==> src/hdl/acs_defines.vh <==
// What this block does
// track the selected channel during the first three serial clocks of a conversion
// hold and convert during the remaining thirteen serial clocks
// step the dac code by comparator result; final code is the result
// result is unsigned straight binary over 4096 steps
// powered while chip select low, powered down while high; code powers up at the 1st falling edge, down after the 16th
// continuous mode powers down from 16th falling edge to next 1st
// each conversion takes exactly 16 serial clocks
// conversions repeat back to back while chip select stays low
// host may raise chip select between conversions to save power
// falling edges 1-4 shift zeros, 5-16 shift result msb first
// first 8 rising edges carry control word; bits 5:3 pick next channel
// host gives each frame a multiple of sixteen rising edges
// data output high impedance and clock ignored while chip select high
// chip select rising mid-conversion abandons it and restarts fresh
`ifndef ACS_DEFINES_VH
`define ACS_DEFINES_VH
`define ACS_TRACK_CYCLES 5'd3
`define ACS_FRAME_CYCLES 5'd16
`define ACS_ZERO_EDGES 5'd4
`define ACS_CTRL_BITS 5'd8
`define ACS_CHAN_HI 5
`define ACS_CHAN_LO 3
`define ACS_RES_BITS 12
`define ACS_CHAN_RESET 3'h0
`define ACS_CODE_MID 12'h800
`endif

==> src/hdl/acs_buf2.v <==
`timescale 1ns/1ps
`default_nettype none
// two-entry buffer for finished conversion words
module acs_buf2 (
  input wire core_clk,
  input wire rst,
  input wire in_valid,
  output wire in_ready,
  input wire [14:0] in_data,
  output wire out_valid,
  input wire out_ready,
  output reg [14:0] out_data
);
  reg [14:0] slot1;
  reg [1:0] count;
  wire push;
  wire pop;
  assign in_ready = (count != 2'd2);
  assign out_valid = (count != 2'd0);
  assign push = in_valid && in_ready;
  assign pop = out_valid && out_ready;
  always @(posedge core_clk or posedge rst) begin
    if (rst) begin
      count <= 2'd0;
      out_data <= 15'h0000;
      slot1 <= 15'h0000;
    end else begin
      case ({push, pop})
        2'b10: begin
          if (count == 2'd0) out_data <= in_data;
          else slot1 <= in_data;
          count <= count + 2'd1;
        end
        2'b01: begin
          out_data <= slot1;
          count <= count - 2'd1;
        end
        2'b11: begin
          if (count == 2'd1) out_data <= in_data;
          else begin
            out_data <= slot1;
            slot1 <= in_data;
          end
        end
        default: begin
        end
      endcase
    end
  end
endmodule
`default_nettype wire

==> src/hdl/acs_sequencer.v <==
`timescale 1ns/1ps
`default_nettype none
`include "acs_defines.vh"
module acs_sequencer (
  input wire core_clk,
  input wire rst,
  input wire cs_n_pin,
  input wire sclk_pin,
  input wire din_pin,
  output reg dout_o,
  output reg dout_oe,
  input wire comp_above,
  output reg [11:0] dac_code,
  output reg [2:0] channel_sel,
  output reg track_en,
  output reg powered,
  output wire result_valid,
  input wire result_ready,
  output wire [11:0] result_code,
  output wire [2:0] result_channel
);
  // ==========================================================
  // pin synchronisers
  reg [1:0] cs_sync;
  reg [1:0] sclk_sync;
  reg [1:0] din_sync;
  reg sclk_prev;
  reg cs_prev;
  wire cs_n;
  wire sclk;
  wire sclk_rise;
  wire sclk_fall;
  wire cs_fall;
  always @(posedge core_clk or posedge rst) begin
    if (rst) begin
      cs_sync <= 2'b11;
      sclk_sync <= 2'b00;
      din_sync <= 2'b00;
      sclk_prev <= 1'b0;
      cs_prev <= 1'b1;
    end else begin
      cs_sync <= {cs_sync[0], cs_n_pin};
      sclk_sync <= {sclk_sync[0], sclk_pin};
      din_sync <= {din_sync[0], din_pin};
      sclk_prev <= sclk_sync[1];
      cs_prev <= cs_sync[1];
    end
  end
  assign cs_n = cs_sync[1];
  assign sclk = sclk_sync[1];
  // clock is gated off while chip select is high
  assign sclk_rise = !cs_n && sclk && !sclk_prev;
  // chip select falling with clock low counts as the first falling edge
  assign cs_fall = !cs_n && cs_prev;
  assign sclk_fall = !cs_n && ((!sclk && sclk_prev && !cs_fall) || (cs_fall && !sclk));

  // ==========================================================
  // conversion sequencing
  reg [4:0] fall_cnt;
  reg [4:0] rise_cnt;
  reg [7:0] ctrl_shift;
  reg [2:0] next_chan;
  reg [11:0] trial_bit;
  reg [11:0] shift_out;
  // finished word kept apart from the shifter so the last bit still goes out
  reg [14:0] done_word;
  reg in_conv;
  reg push_req;
  wire buf_ready;
  wire [11:0] next_dac;
  wire fall_track;
  assign next_dac = comp_above ? dac_code : (dac_code & ~trial_bit);
  assign fall_track = (fall_cnt < `ACS_TRACK_CYCLES);
  always @(posedge core_clk or posedge rst) begin
    if (rst) begin
      fall_cnt <= 5'd0;
      rise_cnt <= 5'd0;
      ctrl_shift <= 8'h00;
      next_chan <= `ACS_CHAN_RESET;
      channel_sel <= `ACS_CHAN_RESET;
      dac_code <= `ACS_CODE_MID;
      trial_bit <= `ACS_CODE_MID;
      shift_out <= 12'h000;
      done_word <= 15'h0000;
      track_en <= 1'b0;
      powered <= 1'b0;
      in_conv <= 1'b0;
      push_req <= 1'b0;
      dout_o <= 1'b0;
      dout_oe <= 1'b0;
    end else begin
      if (push_req && buf_ready) push_req <= 1'b0;
      if (cs_n) begin
        // abandon any conversion; next frame starts fresh
        fall_cnt <= 5'd0;
        rise_cnt <= 5'd0;
        in_conv <= 1'b0;
        track_en <= 1'b0;
        powered <= 1'b0;
        dout_oe <= 1'b0;
        dout_o <= 1'b0;
      end else begin
        powered <= in_conv || sclk_fall || cs_fall;
        dout_oe <= 1'b1;
        if (sclk_rise) begin
          rise_cnt <= (rise_cnt == `ACS_FRAME_CYCLES - 5'd1) ? 5'd0 : rise_cnt + 5'd1;
          if (rise_cnt < `ACS_CTRL_BITS) ctrl_shift <= {ctrl_shift[6:0], din_sync[1]};
          if (rise_cnt == `ACS_CTRL_BITS - 5'd1) begin
            next_chan <= ctrl_shift[4:2];
          end
        end
        if (sclk_fall) begin
          if (fall_cnt == 5'd0) begin
            // 1st falling edge: start tracking the chosen input
            in_conv <= 1'b1;
            track_en <= 1'b1;
            channel_sel <= next_chan;
            dac_code <= `ACS_CODE_MID;
            trial_bit <= `ACS_CODE_MID;
            shift_out <= done_word[11:0];
          end
          if (fall_cnt == `ACS_TRACK_CYCLES) track_en <= 1'b0;
          if (!fall_track && trial_bit != 12'h000) begin
            // successive approximation: keep or drop trial bit, try next
            dac_code <= next_dac | (trial_bit >> 1);
            trial_bit <= trial_bit >> 1;
            if (trial_bit == 12'h001) begin
              done_word <= {channel_sel, next_dac};
              push_req <= 1'b1;
            end
          end
          // edges 1-4 drive zeros, 5-16 drive the previous result msb first
          if (fall_cnt < `ACS_ZERO_EDGES) dout_o <= 1'b0;
          else if (fall_cnt != 5'd0) begin
            dout_o <= shift_out[`ACS_RES_BITS - 1];
            shift_out <= {shift_out[10:0], 1'b0};
          end
          if (fall_cnt == `ACS_FRAME_CYCLES - 5'd1) begin
            fall_cnt <= 5'd0;
            in_conv <= 1'b0;
          end else begin
            fall_cnt <= fall_cnt + 5'd1;
          end
        end
      end
    end
  end

  // ==========================================================
  // finished words toward the user side
  acs_buf2 u_buf (
    .core_clk(core_clk),
    .rst(rst),
    .in_valid(push_req),
    .in_ready(buf_ready),
    .in_data(done_word),
    .out_valid(result_valid),
    .out_ready(result_ready),
    .out_data({result_channel, result_code})
  );
endmodule
`default_nettype wire

==> config.mk <==
export PLATFORM = sky130hd
export DESIGN_NAME = acs_sequencer
export DESIGN_NICKNAME = d
export VERILOG_FILES = /design/src/hdl/acs_buf2.v /design/src/hdl/acs_sequencer.v
export VERILOG_INCLUDE_DIRS = /design/src /design/src/hdl
export SDC_FILE = /design/constraint.sdc
export NUM_CORES = 1
export LEC_CHECK = 0
export ABC_AREA = 1
export BUFFER_PORTS_ARGS = -buffer_cell sky130_fd_sc_hd__buf_2
export CAP_MARGIN = 20
export CORE_UTILIZATION = 43
export DETAILED_ROUTE_END_ITERATION = 12
export PLACE_DENSITY = 0.58
export SYNTH_ARGS = -nofsm -noshare
export SYNTH_HDL_FRONTEND = slang
export SYNTH_HIERARCHICAL = 1
export SYNTH_SLANG_ARGS = --single-unit
==> constraint.sdc <==
create_clock -name core_clk -period 5.1 [get_ports core_clk]
set_input_delay 0.765 -clock core_clk [delete_from_list [all_inputs] [get_ports core_clk]]
set_output_delay 0.765 -clock core_clk [all_outputs]
set_load 0.05 [all_outputs]
Yosys cells after proc, flatten, opt, wreduce, memory -nomap -nowiden
Index checks and enable logic that the tools add are counted.
{"block": "totals", "reg_bits": 118, "latch_bits": 0, "ramBits": 0, "mem_bits_ro": 0, "input_bits": 7, "out_inout_bits": 35, "wordCells": 128, "memories": 0}
{"block": "classes", "add_sub_neg": 4, "mul": 0, "div_mod_pow": 0, "magnitude_cmp": 3, "n_eq_ne": 13, "shift": 0, "muxes": 38, "bitwise_logic": 4, "n_reduce_logical": 43}
{"operator": "2-to-1 mux 12 bit", "n": 7}
{"operator": "2-to-1 mux 15 bit", "n": 4}
{"operator": "one-hot mux 15 bit (3 select lines)", "n": 1}
{"operator": "2-to-1 mux 5 bit", "n": 6}
{"operator": "one-hot mux 15 bit (2 select lines)", "n": 1}
{"operator": "2-to-1 mux 1 bit", "n": 18}
{"operator": "AND reduction 3 bit", "n": 5}
{"operator": "AND 12 bit", "n": 1}
{"operator": "== test 12 x 1 -> 1 bit, second input constant", "n": 1}
{"operator": "NOT 12 bit", "n": 1}
{"operator": "bitwise OR 12 x 11 -> 12 bit", "n": 1}
{"operator": "nonzero test 12 bit", "n": 1}
{"operator": "nonzero test 2 bit", "n": 6}
{"operator": "nonzero test 3 bit", "n": 4}
{"operator": "adder 5 x 1 -> 5 bit, second input constant", "n": 2}
{"operator": "== test 5 x 4 -> 1 bit, second input constant", "n": 2}
{"operator": "logical AND 1 bit", "n": 10}
{"operator": "AND reduction 2 bit", "n": 5}
{"operator": "!= test 2 bit, second input constant", "n": 3}
{"operator": "== test 5 x 2 -> 1 bit, second input constant", "n": 1}
{"operator": "== test 5 x 3 -> 1 bit, second input constant", "n": 1}
{"operator": "logical NOT 1 bit", "n": 5}
{"operator": "logical NOT 5 bit", "n": 1}
{"operator": "< comparator 5 x 2 -> 1 bit, second input constant", "n": 1}
{"operator": "13 further kinds", "n": 17}

Logic depth before layout (Yosys ltp)
Gate-level depths: netlist of run 1.
{"block": "logic_depth", "ltp_word": 9, "depth_mapped": 13, "depth_no_buf": 12}

By module
The synthesis of run 1 kept the hierarchy.
{"module": "acs_sequencer", "instances": 1, "cells_each": 420, "area_per_inst_um2": 3901.2, "seq_area_each_um2": 2158.3}
{"module": "acs_buf2", "instances": 1, "cells_each": 244, "area_per_inst_um2": 1749.2, "seq_area_each_um2": 800.8}

Worst setup path before layout of run 1
Ideal clock, no wire load.
{"block": "synth_timing", "path_type": "flip-flop to flip-flop", "start": "register u_buf.count[0]", "end": "register u_buf.slot1[0]", "setup_ns": 0.126, "t_arrival_ns": 1.916, "required_ns": 4.974, "setup_slack_ns": 3.058, "stages_incl_launch_ff": 13, "path_buffers": 2, "synth_period_minus_slack_ns": 2.042, "cell_sequence": "dfrtp_1 > inv_1 > ha_1 > inv_2 > nand2_4 > buf_6 > inv_1 > ha_1 > or2_1 > nand3_2 > buf_4 > nand2_1 > o21ai_0"}
{"block": "synth_via", "elab_chain_len": 5, "elab_cells_between_ends": 13, "classes_between": "eq/ne: 6; mux: 1; reduce/logical: 6"}
{"item": "start, declared", "line": "acs_buf2.v:15", "source": "reg [1:0] count;"}
{"item": "start signal, assigned", "line": "acs_buf2.v:32", "source": "count <= count + 2'd1;"}
{"item": "start signal, assigned", "line": "acs_buf2.v:36", "source": "count <= count - 2'd1;"}
{"item": "nonzero test 2 bit (*)", "line": "acs_buf2.v:19", "source": "assign out_valid = (count != 2'd0);"}
{"item": "named net result_valid", "line": "acs_sequencer.v:17", "source": "output wire result_valid,"}
{"item": "logical AND 1 bit (*)", "line": "acs_buf2.v:21", "source": "assign pop = out_valid && out_ready;"}
{"item": "== test 2 bit", "line": "acs_buf2.v:28", "source": "case ({push, pop})"}
{"item": "!= test 2 bit (no source line) or nonzero test 2 bit (tied branches)"}
{"item": "AND reduction 3 bit (no source line)"}
{"item": "end signal, assigned", "line": "acs_buf2.v:31", "source": "else slot1 <= in_data;"}
{"item": "end signal, assigned", "line": "acs_buf2.v:42", "source": "slot1 <= in_data;"}
{"item": "end, declared", "line": "acs_buf2.v:14", "source": "reg [14:0] slot1;"}
Mark *: on every way through the listed nets, which the timed path passes. The rest lies on a longest branch.
A chain may end at the register's enable or synchronous reset.

Worst setup path in the final report of run 1
{"block": "layout_timing", "start": "register u_buf.count[0]", "end": "register u_buf.slot1[7]"}
{"block": "layout_via", "elab_chain_len": 5, "elab_cells_between_ends": 13, "classes_between": "eq/ne: 6; mux: 1; reduce/logical: 6"}
{"item": "!= test 2 bit or nonzero test 2 bit (tied branches)", "line": "acs_buf2.v:18, acs_buf2.v:19"}
{"item": "logical AND 1 bit (on tied branches)", "line": "acs_buf2.v:20, acs_buf2.v:21"}
{"item": "== test 2 bit", "line": "acs_buf2.v:28"}
{"item": "!= test 2 bit (no source line) or nonzero test 2 bit (tied branches)"}
{"item": "AND reduction 3 bit (no source line)"}
Several ways; a longest one is shown, not always the timed one.

==> results of run 1 <==
-- stage by stage --
stage / cell area (um^2) / hold WS, ns / worst slack, ns / total power, W
CTS: 6510 / 0.353 / 2.75 / 0.00238
global placement: 5890 / 0.333 / 2.79 / 0.00113
detailed placement: 5890 / 0.340 / 2.68 / 0.00113
floorplan: 5650 / 0.331 / 2.12 / 0.00111
finish: 6510 / 0.350 / 2.77 / 0.00235
global route: 6510 / 0.357 / 2.44 / 0.00244
-- area by class of cell --
class	count	area [um^2]	area share, %
Sequential cell	118	2960	45.5
Multi-Input combinational cell	446	2200	33.8
Inverter	75	293	4.50
Tap cell	172	215	3.31
Timing Repair Buffer	43	220	3.38
Clock inverter	9	123	1.88
Clock buffer	23	498	7.65
-- worst max-delay path by stage --
stage,startpoint,endpoint,slack [ns]
final,u_buf/count[0],u_buf/slot1[7],2.77
after global routing,u_buf/count[0],u_buf/slot1[4],2.44
after CTS,u_buf/count[0],u_buf/slot1[12],2.75
after detailed placement,result_ready,u_buf/slot1[12],2.68
after global placement,result_ready,u_buf/slot1[10],2.79
after floorplan,rst,channel_sel[0],2.12
-- routing by layer --
metal	vias up	global-route usage (%)	part of all wire (%)
met1	2008	25.3	49
met3	8	3.84	4.1
li1	2175	-	-
met5	-	0	0
met2	91	29.4	46
met4	0	8.44	1.0
-- sequential cells by signal (all words and copies together) (netlist names) --
signal and cells:
u_buf/out_data 15, done_word 15, dac_code 12, cs_sync 2
fall_cnt 5, cs_prev 1, sclk_sync 2, u_buf/count 2
channel_sel 3, sclk_prev 1, din_sync 2, dout_o 1
powered 1, trial_bit 12, dout_oe 1, shift_out 12
push_req 1, track_en 1, in_conv 1, next_chan 3
rise_cnt 5, ctrl_shift 5, u_buf/slot1 15
-- cell usage in the layout (no fill, tap or decap), types with 2 or more instances in the layout --
cell         n
dfrtp_1    113
o21ai_2      9
clkbuf_8     5
inv_4        2
nand3_2      3
dfstp_2      5
inv_2        7
a21boi_0    12
o21ai_1      6
nand3_1     62
nor2_1      28
a21oi_1      6
buf_4        2
xnor2_1      3
ha_1        11
buf_2       41
nand3_4      2
o21ai_0     28
clkinv_2     6
nand2_1    239
nand2_4      2
o22ai_1      3
nor2_2       3
clkbuf_16   17
bufinv_16    3
nand2_2      4
nand4_1     15
inv_1       64
-- report_power, final --
part,total (W),leakage (nW),switching [W],internal [W]
logic,0.000113,1.59,0.0000821,0.0000305
registers,0.00100,1.51,0.0000229,0.000981
clock network,0.00123,0.309,0.000402,0.000828
-- logic make-up (layout without fill, tap and decap cells) --
| logic type | count (synthesis) | in the layout |
|---|---|---|
| and+or+nand+nor | 363 | 363 |
| DFF | 118 | 118 |
| buffers and inverters | 100 | 150 |
| AOI/OAI and AO/OA | 68 | 68 |
| adders and majority gates | 11 | 11 |
| xor gates and xnor gates | 4 | 4 |
==> metrics.md, run 1 <==
| Metric | Value |
|---|---|
| Async set-reset flop share out of synthesis | 100% |
| Synth top area share | 50.0% |
| Total vias in the final route | 4282 |
| Die ar. | 0.0136 mm^2 |
| Peak VDD IR | 0.000202 V |
| Layout cells sized above 1 | 16.5% |
| Synth Area in Simple Gates | 28.4% |
| DR vias/cell | 4.83 |
| Hold path endpoint | din_sync[1] |
| Synth cell count leaders | 239 x nand2_1, 113 x dfrtp_1, 65 x inv_1 |
| Initial antenna violation count | 0 |
| Yosys warning total | 6 |
| #FFs+latches synth | 118 |
| Worst Tran Pin Value | 0.688 ns |
| # IOs | 42 |
| Chip width | 117 um |
| PD cells | 360 mW/mm^2 |
| Main synth FF type | dfrtp_1 |
| Remaining DRCs | 0 |
| Top-count cell post-synth | nand2_1 |
| Iteration-0 DRC Markers | 221 |
| # setup viols final | 0 |
| Final TNS setup | 0 ns |
| TritonCTS Buffers | 17 |
| Clk sinks | 118 |
| Slowest-stage cell, CP | nand3_2 |
| H-tree depth | 4 |
| Post-layout util | 51.2% |
| Post-route ant nets | 0 |
| CTS tree | built |
| Crit path capture type | flop |
| Setup slack, reg-to-reg | 2.77 ns |
| Distinct cells, synth | 38 |
| Cells after Synth | 664 |
| Worst-path clk slew | 0.05 ns |
| RSZ-0062 raised after global routing | no |
| Final #Nets | 719 |
| Worst Path Required | 5.40 ns |
| Layout area overhead | 15.2% |
| PortBufs | 41 |
| N_diodes | 0 |
| Post-Synth Adder-Cell Area | 2.44% |
| R2R cell count | 9 |
| Vias in the first global route | 4134 |
| Total Routing Usage GR | 18.8% |
| Worst hold path type | flop to flop |
| Delay-heaviest family, CP | simple AND/OR/NAND/NOR gates |
| Worst hold path cell count | 0 |
| Buf/Inv on CP | 3 |
| Post-synth EDFFs | 0 |
| Max_slew headroom | 54.1% |
| Total wire length | 11200 um |
| Routability cong. | 0.838 |
| Resized Gates After CTS | 0 |
| Worst path depth | 9 |
| GR Overflow Total | 0 |
| Largest family of logic cells by synthesized area | simple AND/OR/NAND/NOR gates |
| Status | finished clean |
| Wirelength per Cell | 12.7 um |
| Largest net degree at the start of global routing | 48 |
| Crit path DAT | 2.64 ns |
| Layout fillers | 1236 |
| Syn nets | 682 |
| Clock Path Buffers | 2 |
| Clk_lat worst skew | 0.41 ns |
| Reg2reg start | u_buf/count[0] |
| Largest fanout on the critical path | 30 |
| Cell taking the most area after synthesis | dfrtp_1 |
| Row Count | 41 |
| Leakage power | 3.41 nW |
| Root Driver | clkbuf_16 |
| First-pass GRT wire length | 19800 um |
| Chip height | 117 um |
| Area contributors post-synth | dfrtp_1 50%, nand2_1 16%, nand3_1 5.5% |
| Worst r2r dst | u_buf/slot1[7] |
| Worst Hold Launch | din_sync[0] |
| Placed cells | 854 |
| CP Launch Type | flop |
| Min Tclk post-route | 2.33 ns |
| Post-CTS Setup Inserts | 0 |
| Synth Area in XOR/XNOR | 0.620% |
| Largest stage delay on the critical path | 0.41 ns |
| Initial core utilization | 44.4% |
| Post-synthesis compound-gate area fraction | 7.44% |
| Multiplexer share of the synthesized area | 0% |
| Slew Limit Fails | 0 |
| Drt first pass iters | 5 |
| Syn_area_per_cell | 8.51 um^2 |
| Max Cap Violations | 0 |
| Crit path kind | flop to flop |
| Cell Chain, Critical Path | inv_1 > ha_1 > inv_2 > nand2_4 > inv_1 > ha_1 > nand2_1 > nand3_2 > o21ai_0 |
| Hold Fails Final Rpt | 0 |
| Final std cells w/o fill | 886 |
| DP Wirelength | 7840 um |
| Seq/Total Area, Yosys | 52.4% |
| Mapped cell area | 0.00565 mm^2 |
| Period utilisation layout | 45.8% |
| Hold_buf cts | 0 |
| Max Freq | 428 MHz |
| Core area | 0.0127 mm^2 |
| Skew final | 0.00834 ns |
No activity file was read; power rests on OpenSTA's default activity.
==> run 2: changes to the inputs <==
- clock period: 5.1 -> 2.2 ns (I/O delays scaled with it)
==> run 2 against run 1 <==
Sequential cell count did not move. Core utilization rose by 0.52 points. Die area did not move. Critical endpoint is now u_buf/slot1[2].
==> metrics.md, run 2 (synthesis gave the netlist of run 1 again) <==
| Metric | Value |
|---|---|
| Status | finished clean |
| Largest net degree at the start of global routing | 87 (+81%) |
| Final #Nets | 727 (+1.1%) |
| Layout cells sized above 1 | 17.0% (+0.51 points) |
| Final worst setup slack | 0.240 ns (-2.53 ns) |
| PortBufs | 41 (unchanged) |
| Chip height | 117 um (unchanged) |
| Leakage power | 3.44 nW (+0.96%) |
| Largest regs | done_word: 15 flops, u_buf/out_data: 15 flops, u_buf/slot1: 15 flops |
| Largest fanout on the critical path | 30 (unchanged) |
| Buf/Inv on CP | 3 (unchanged) |
| Max Freq | 510 MHz (+19%) |
| Cell Chain, Critical Path | inv_1 > ha_1 > inv_2 > nand2_4 > inv_1 > ha_1 > or2_1 > nand3_4 > nand2_1 > o21ai_1 |
| Reg2reg start | u_buf/count[0] |
| PD cells | 821 mW/mm^2 (+130%) |
| Max_slew headroom | 61.9% (+7.7 points) |
| Crit path capture type | flop |
| DP Area | 0.00595 mm^2 (+1.1%) |
| DP Wirelength | 7780 um (-0.82%) |
| Core area | 0.0127 mm^2 (unchanged) |
| Min Tclk post-route | 1.96 ns (-0.374 ns) |
| Iteration-0 DRC Markers | 248 (+12%) |
| Total wire length | 11200 um (-0.41%) |
| Peak VDD IR | 0.000523 V (+160%) |
| Slew Limit Fails | 0 (unchanged) |
| Total vias in the final route | 4306 (+0.56%) |
| Clock Path Buffers | 2 (unchanged) |
| Crit path DAT | 2.29 ns (-0.35 ns) |
| Drt first pass iters | 5 (unchanged) |
| Fin area | 0.00657 mm^2 (+1.0%) |
| Max Cap Violations | 0 (unchanged) |
| CTS tree | built |
| Worst r2r dst | u_buf/slot1[2] |
| Initial antenna violation count | 0 (unchanged) |
| Most common cell after layout, fill and taps aside | nand2_1 |
| Clk_lat worst skew | 0.41 ns (about the same) |
| Worst Tran Pin Value | 0.572 ns (-0.116 ns) |
| CP Launch Type | flop |
| Pwr Total | 0.00540 W (+130%) |
| # IOs | 42 (unchanged) |
| Post-route ant nets | 0 (unchanged) |
| First-pass GRT wire length | 19600 um (-0.73%) |
| RSZ-0062 raised after global routing | no |
| Routability cong. | 0.868 (+3.6%) |
| GR Overflow Total | 0 (unchanged) |
| Wirelength per Cell | 12.5 um (-1.3%) |
| Worst-path clk slew | 0.05 ns (about the same) |
| Total Routing Usage GR | 19.0% (+0.18 points) |
| Crit path kind | flop to flop |
| TritonCTS Buffers | 17 (unchanged) |
| Period utilisation layout | 89.1% (+43 points) |
| Area taken by multi-input logic gates | 0.00221 mm^2 (+0.34%) |
| Worst Path Required | 2.53 ns (-2.87 ns) |
| Post-layout util | 51.7% (+0.52 points) |
| Row Count | 41 (unchanged) |
| Skew final | 0.00609 ns (-0.00226 ns) |
| Slowest-stage cell, CP | dfrtp_1 |
| Die ar. | 0.0136 mm^2 (unchanged) |
| Post-route worst hold slack | 0.0168 ns (-0.333 ns) |
| N_diodes | 0 (unchanged) |
| Chip width | 117 um (unchanged) |
| Layout fillers | 1212 (-1.9%) |
| FF+latch area | 0.00296 mm^2 (unchanged) |
| R2R cell count | 10 (+1) |
| DR vias/cell | 4.82 (-0.34%) |
| Vias in the first global route | 4155 (+0.51%) |
| Setup Slack @ Placement | -0.0140 ns (-2.69 ns) |
| Root Driver | clkbuf_16 |
| Initial core utilization | 44.4% (unchanged) |
| Worst hold path type | input port to asynchronous set/reset pin |
| Clk sinks | 118 (unchanged) |
| # setup viols final | 0 (unchanged) |
| Hold Fails Final Rpt | 0 (unchanged) |
| H-tree depth | 4 (unchanged) |
| Remaining DRCs | 0 (unchanged) |
| Delay-heaviest family, CP | simple AND/OR/NAND/NOR gates |
| Largest stage delay on the critical path | 0.40 ns (about the same) |
| Leading cell types in the layout, fill and taps excluded | 239 x nand2_1, 113 x dfrtp_1, 64 x inv_1 |
| Setup slack, reg-to-reg | 0.24 ns (-2.53 ns) |
| Layout area overhead | 16.3% |
## run 2: cell types whose count changed in the layout (fill, tap and decap cells not counted), sizes merged
cell and change:
buf +7, dlygate4sd3 +1
## run 2: layer usage
layer | up-vias | part of all wire [%] | track usage (%)
met5 | - | 0 | 0
met4 | 0 | 2.2 | 8.95
met3 | 19 | 4.1 | 4.93
met2 | 93 | 45 | 29.9
met1 | 1993 | 49 | 24.5
li1 | 2201 | - | -
## run 2: worst min-delay path: cells and delay by family
family / cells / cell delay (ns)
buf+inv: 3 / 0.52
## run 2: how the worst max path moves through the flow
stage | from | end | cells past startpoint
6_report | u_buf/count[0] | u_buf/slot1[2] | 10
5_1_grt | u_buf/count[0] | u_buf/out_data[8] | 12
4_1_cts | u_buf/count[0] | u_buf/slot1[11] | 9
3_5_place_dp | u_buf/count[0] | u_buf/slot1[11] | 9
3_3_place_gp | u_buf/count[0] | u_buf/slot1[4] | 9
2_1_floorplan | u_buf/count[0] | u_buf/slot1[12] | 12
## run 2: what timing repair did
item | in CTS | in global routing
endpoints found under the setup margin | 1 | 0
resized for setup | 1 | 0
hold endpoints to repair | 1 | 0
hold buffers | 1 | 0
setup buffers | 0 | 0
## run 2: per-stage QoR
step / TNS, ns / std cells
finish: 0 / 894
global route: 0 / 894
CTS: 0 / 894
detailed placement: -0.0140 / 861
global placement: 0 / 861
floorplan: 0 / 664
## run 2: area by class of cell
| cell class | count | share of cell area [%] |
|---|---|---|
| clock inverter | 9 | 1.88 |
| multi-input combinational | 446 | 33.6 |
| inverter | 75 | 4.49 |
| tap | 172 | 3.27 |
| timing repair buffer | 51 | 4.49 |
| sequential | 118 | 45.0 |
| clock buffer | 23 | 7.27 |
## run 2: power by group
part | switching (W) | internal, W | leakage, nW
registers | 0.0000521 | 0.00227 | 1.51
logic | 0.000194 | 0.0000779 | 1.63
clock network | 0.000942 | 0.00186 | 0.301
==> run 3: changes to the inputs <==
- CELL_PAD_IN_SITES_DETAIL_PLACEMENT: unset -> 1
- CELL_PAD_IN_SITES_GLOBAL_PLACEMENT: unset -> 1
- PLACE_DENSITY: 0.58 -> 0.73
==> run 3 against run 2 <==
First-iteration DRC count down 21%. Routed wire length up 21%. Die area unchanged. Design area up 2.4%. Clock-buffer cell count down 6. Non-clock buffer count up 6. Critical path type unchanged.
==> metrics.md, run 3 (synthesis gave the netlist of run 1 again) <==
| Metric | Value |
|---|---|
| Largest regs | done_word: 15 flops, u_buf/out_data: 15 flops, u_buf/slot1: 15 flops |
| Clk sinks | 118 (unchanged) |
| Status | finished clean |
| FF+latch area | 0.00296 mm^2 (unchanged) |
| TritonCTS Buffers | 17 (unchanged) |
| Drt first pass iters | 4 (-1) |
| Core area | 0.0127 mm^2 (unchanged) |
| Worst hold path type | input port to flop |
| Met3 wire len | 377 um (-18%) |
| Peak VDD IR | 0.000891 V (+70%) |
| DR vias/cell | 5.04 (+4.6%) |
| Setup Slack @ Placement | 0.189 ns (+0.203 ns) |
| Sw power | 0.00130 W (+9.1%) |
| Hold Fails Final Rpt | 0 (unchanged) |
| Pwr Total | 0.00590 W (+9.2%) |
| Worst Tran Pin Value | 0.591 ns (+0.0193 ns) |
| Remaining DRCs | 0 (unchanged) |
| Initial antenna violation count | 0 (unchanged) |
| Most common cell after layout, fill and taps aside | nand2_1 |
| Largest fanout on the critical path | 30 (unchanged) |
| Total wire length | 13600 um (+21%) |
| Vias in the first global route | 4801 (+16%) |
| Routability cong. | 0.859 (-1.1%) |
| Crit path DAT | 2.36 ns (+0.07 ns) |
| Power Internal | 0.00460 W (+9.3%) |
| Max Freq | 489 MHz (-4.2%) |
| GR Overflow Total | 0 (unchanged) |
| Setup slack, reg-to-reg | 0.15 ns (-0.09 ns) |
| Final TNS setup | 0 ns (unchanged) |
| Total vias in the final route | 4536 (+5.3%) |
| Hold path endpoint | sclk_sync[0] |
| # IOs | 42 (unchanged) |
| Max Cap Violations | 0 (unchanged) |
| Clock power frac | 55.6% (+3.7 points) |
| Met1 WL | 6070 um (+11%) |
| Largest net degree at the start of global routing | 48 (-45%) |
| Reg2reg start | u_buf/count[0] |
| CP Launch Type | flop |
| Max_slew headroom | 60.6% (-1.3 points) |
| Layout fillers | 1547 (+28%) |
| Chip width | 117 um (unchanged) |
| Layout cells sized above 1 | 17.9% (+0.82 points) |
| Final #Nets | 733 (+0.83%) |
| Leading cell types in the layout, fill and taps excluded | 239 x nand2_1, 113 x dfrtp_1, 64 x inv_1 |
| Die ar. | 0.0136 mm^2 (unchanged) |
| Layout area overhead | 19.1% |
| Met2 wire len | 6890 um (+36%) |
| Leakage power | 3.51 nW (+2.0%) |
| Wirelength per Cell | 15.1 um (+20%) |
| # setup viols final | 0 (unchanged) |
| Worst r2r dst | u_buf/slot1[4] |
| DP Wirelength | 9340 um (+20%) |
| First-pass GRT wire length | 23300 um (+19%) |
| Total Routing Usage GR | 22.5% (+3.5 points) |
| Slew Limit Fails | 0 (unchanged) |
| PD cells | 876 mW/mm^2 (+6.7%) |
| CTS tree | built |
| Final worst setup slack | 0.154 ns (-0.0859 ns) |
| Area taken by multi-input logic gates | 0.00220 mm^2 (-0.34%) |
| Worst-path clk slew | 0.06 ns (about the same) |
| Worst hold path cell count | 1 |
| H-tree depth | 4 (unchanged) |
| Crit path kind | flop to flop |
| Clock Path Buffers | 2 (unchanged) |
| Skew final | 0.00715 ns (+0.00106 ns) |
| R2R cell count | 11 (+1) |
| Logic gate share of total power | 4.9% (about the same) |
| Iteration-0 DRC Markers | 197 (-21%) |
| Flop pwr share | 39.5% (-3.6 points) |
| Period utilisation layout | 93.0% (+3.9 points) |
| Chip height | 117 um (unchanged) |
| Worst Path Required | 2.52 ns (about the same) |
| Clk_lat worst skew | 0.42 ns (about the same) |
| Worst Hold Launch | sclk_pin |
| PortBufs | 41 (unchanged) |
| Initial core utilization | 44.4% (unchanged) |
| Root Driver | clkbuf_16 |
| Uppermost routed layer | met4 |
| Switch share | 22.0% (-0.027 points) |
| Post-route ant nets | 0 (unchanged) |
| Row Count | 41 (unchanged) |
| N_diodes | 0 (unchanged) |
| Crit path capture type | flop |
| Min Tclk post-route | 2.05 ns (+0.0859 ns) |
[run 3: area by class of cell]
cell class	instances	area share [%]
flip-flops and latches	118	44.0
inverters	75	4.39
repair buffers	57	5.37
clock buffers	17	6.32
multi-input cells	446	32.7
well taps	172	3.20
clock inverters	15	4.07
[run 3: worst max path at each step]
stage / startpoint / to / slack, ns / cells after the start
6_report: u_buf/count[0] / u_buf/slot1[4] / 0.15 / 11
2_1_floorplan: u_buf/count[0] / u_buf/slot1[12] / 0.16 / 12
3_5_place_dp: u_buf/count[0] / u_buf/out_data[7] / 0.19 / 12
5_1_grt: u_buf/count[0] / u_buf/slot1[4] / -0.03 / 11
4_1_cts: u_buf/count[0] / u_buf/slot1[4] / 0.07 / 11
3_3_place_gp: u_buf/count[0] / u_buf/out_data[7] / 0.32 / 12
[run 3: what timing repair did]
action,in CTS,in global routing
hold buffers,3,0
endpoints found under the hold margin,15,0
buffers inserted,0,2
endpoints found under the setup margin,0,6
resized for setup,0,1
[run 3: power groups by stage]
stage / clock network [W] / registers [W] / logic, W
after global routing: 0.00342 / 0.00234 / 0.000328
final: 0.00328 / 0.00233 / 0.000287
after floorplan: 0 / 0.00238 / 0.000189
after CTS: 0.00335 / 0.00233 / 0.000294
after detailed placement: 0 / 0.00236 / 0.000285
after global placement: 0 / 0.00236 / 0.000272
[run 3: worst max-delay path: stages, from the launching register on]
cell,delay (ns)
dfrtp_1,0.39
inv_1,0.12
ha_1,0.17
inv_1,0.07
nand2_1,0.12
inv_1,0.10
ha_1,0.26
or2_1,0.26
nand3_2,0.09
buf_12,0.17
nand2_1,0.09
o21ai_0,0.11
[run 3: routing by layer]
metal	vias to the layer above	track usage, %
li1	2212	-
met1	2229	26.8
met2	74	39.3
met3	21	4.77
met4	0	9.45
met5	-	0
[run 3: stage by stage]
stage	util, %	instance area [um^2]	hold WS [ns]	cells
3_3_place_gp	47.0	5980	0.341	863
4_1_cts	52.8	6710	0.000114	898
3_5_place_dp	47.0	5980	0.338	863
2_1_floorplan	-	5650	0.331	664
5_1_grt	52.9	6730	0.0107	900
6_report	52.9	6730	0.0207	900
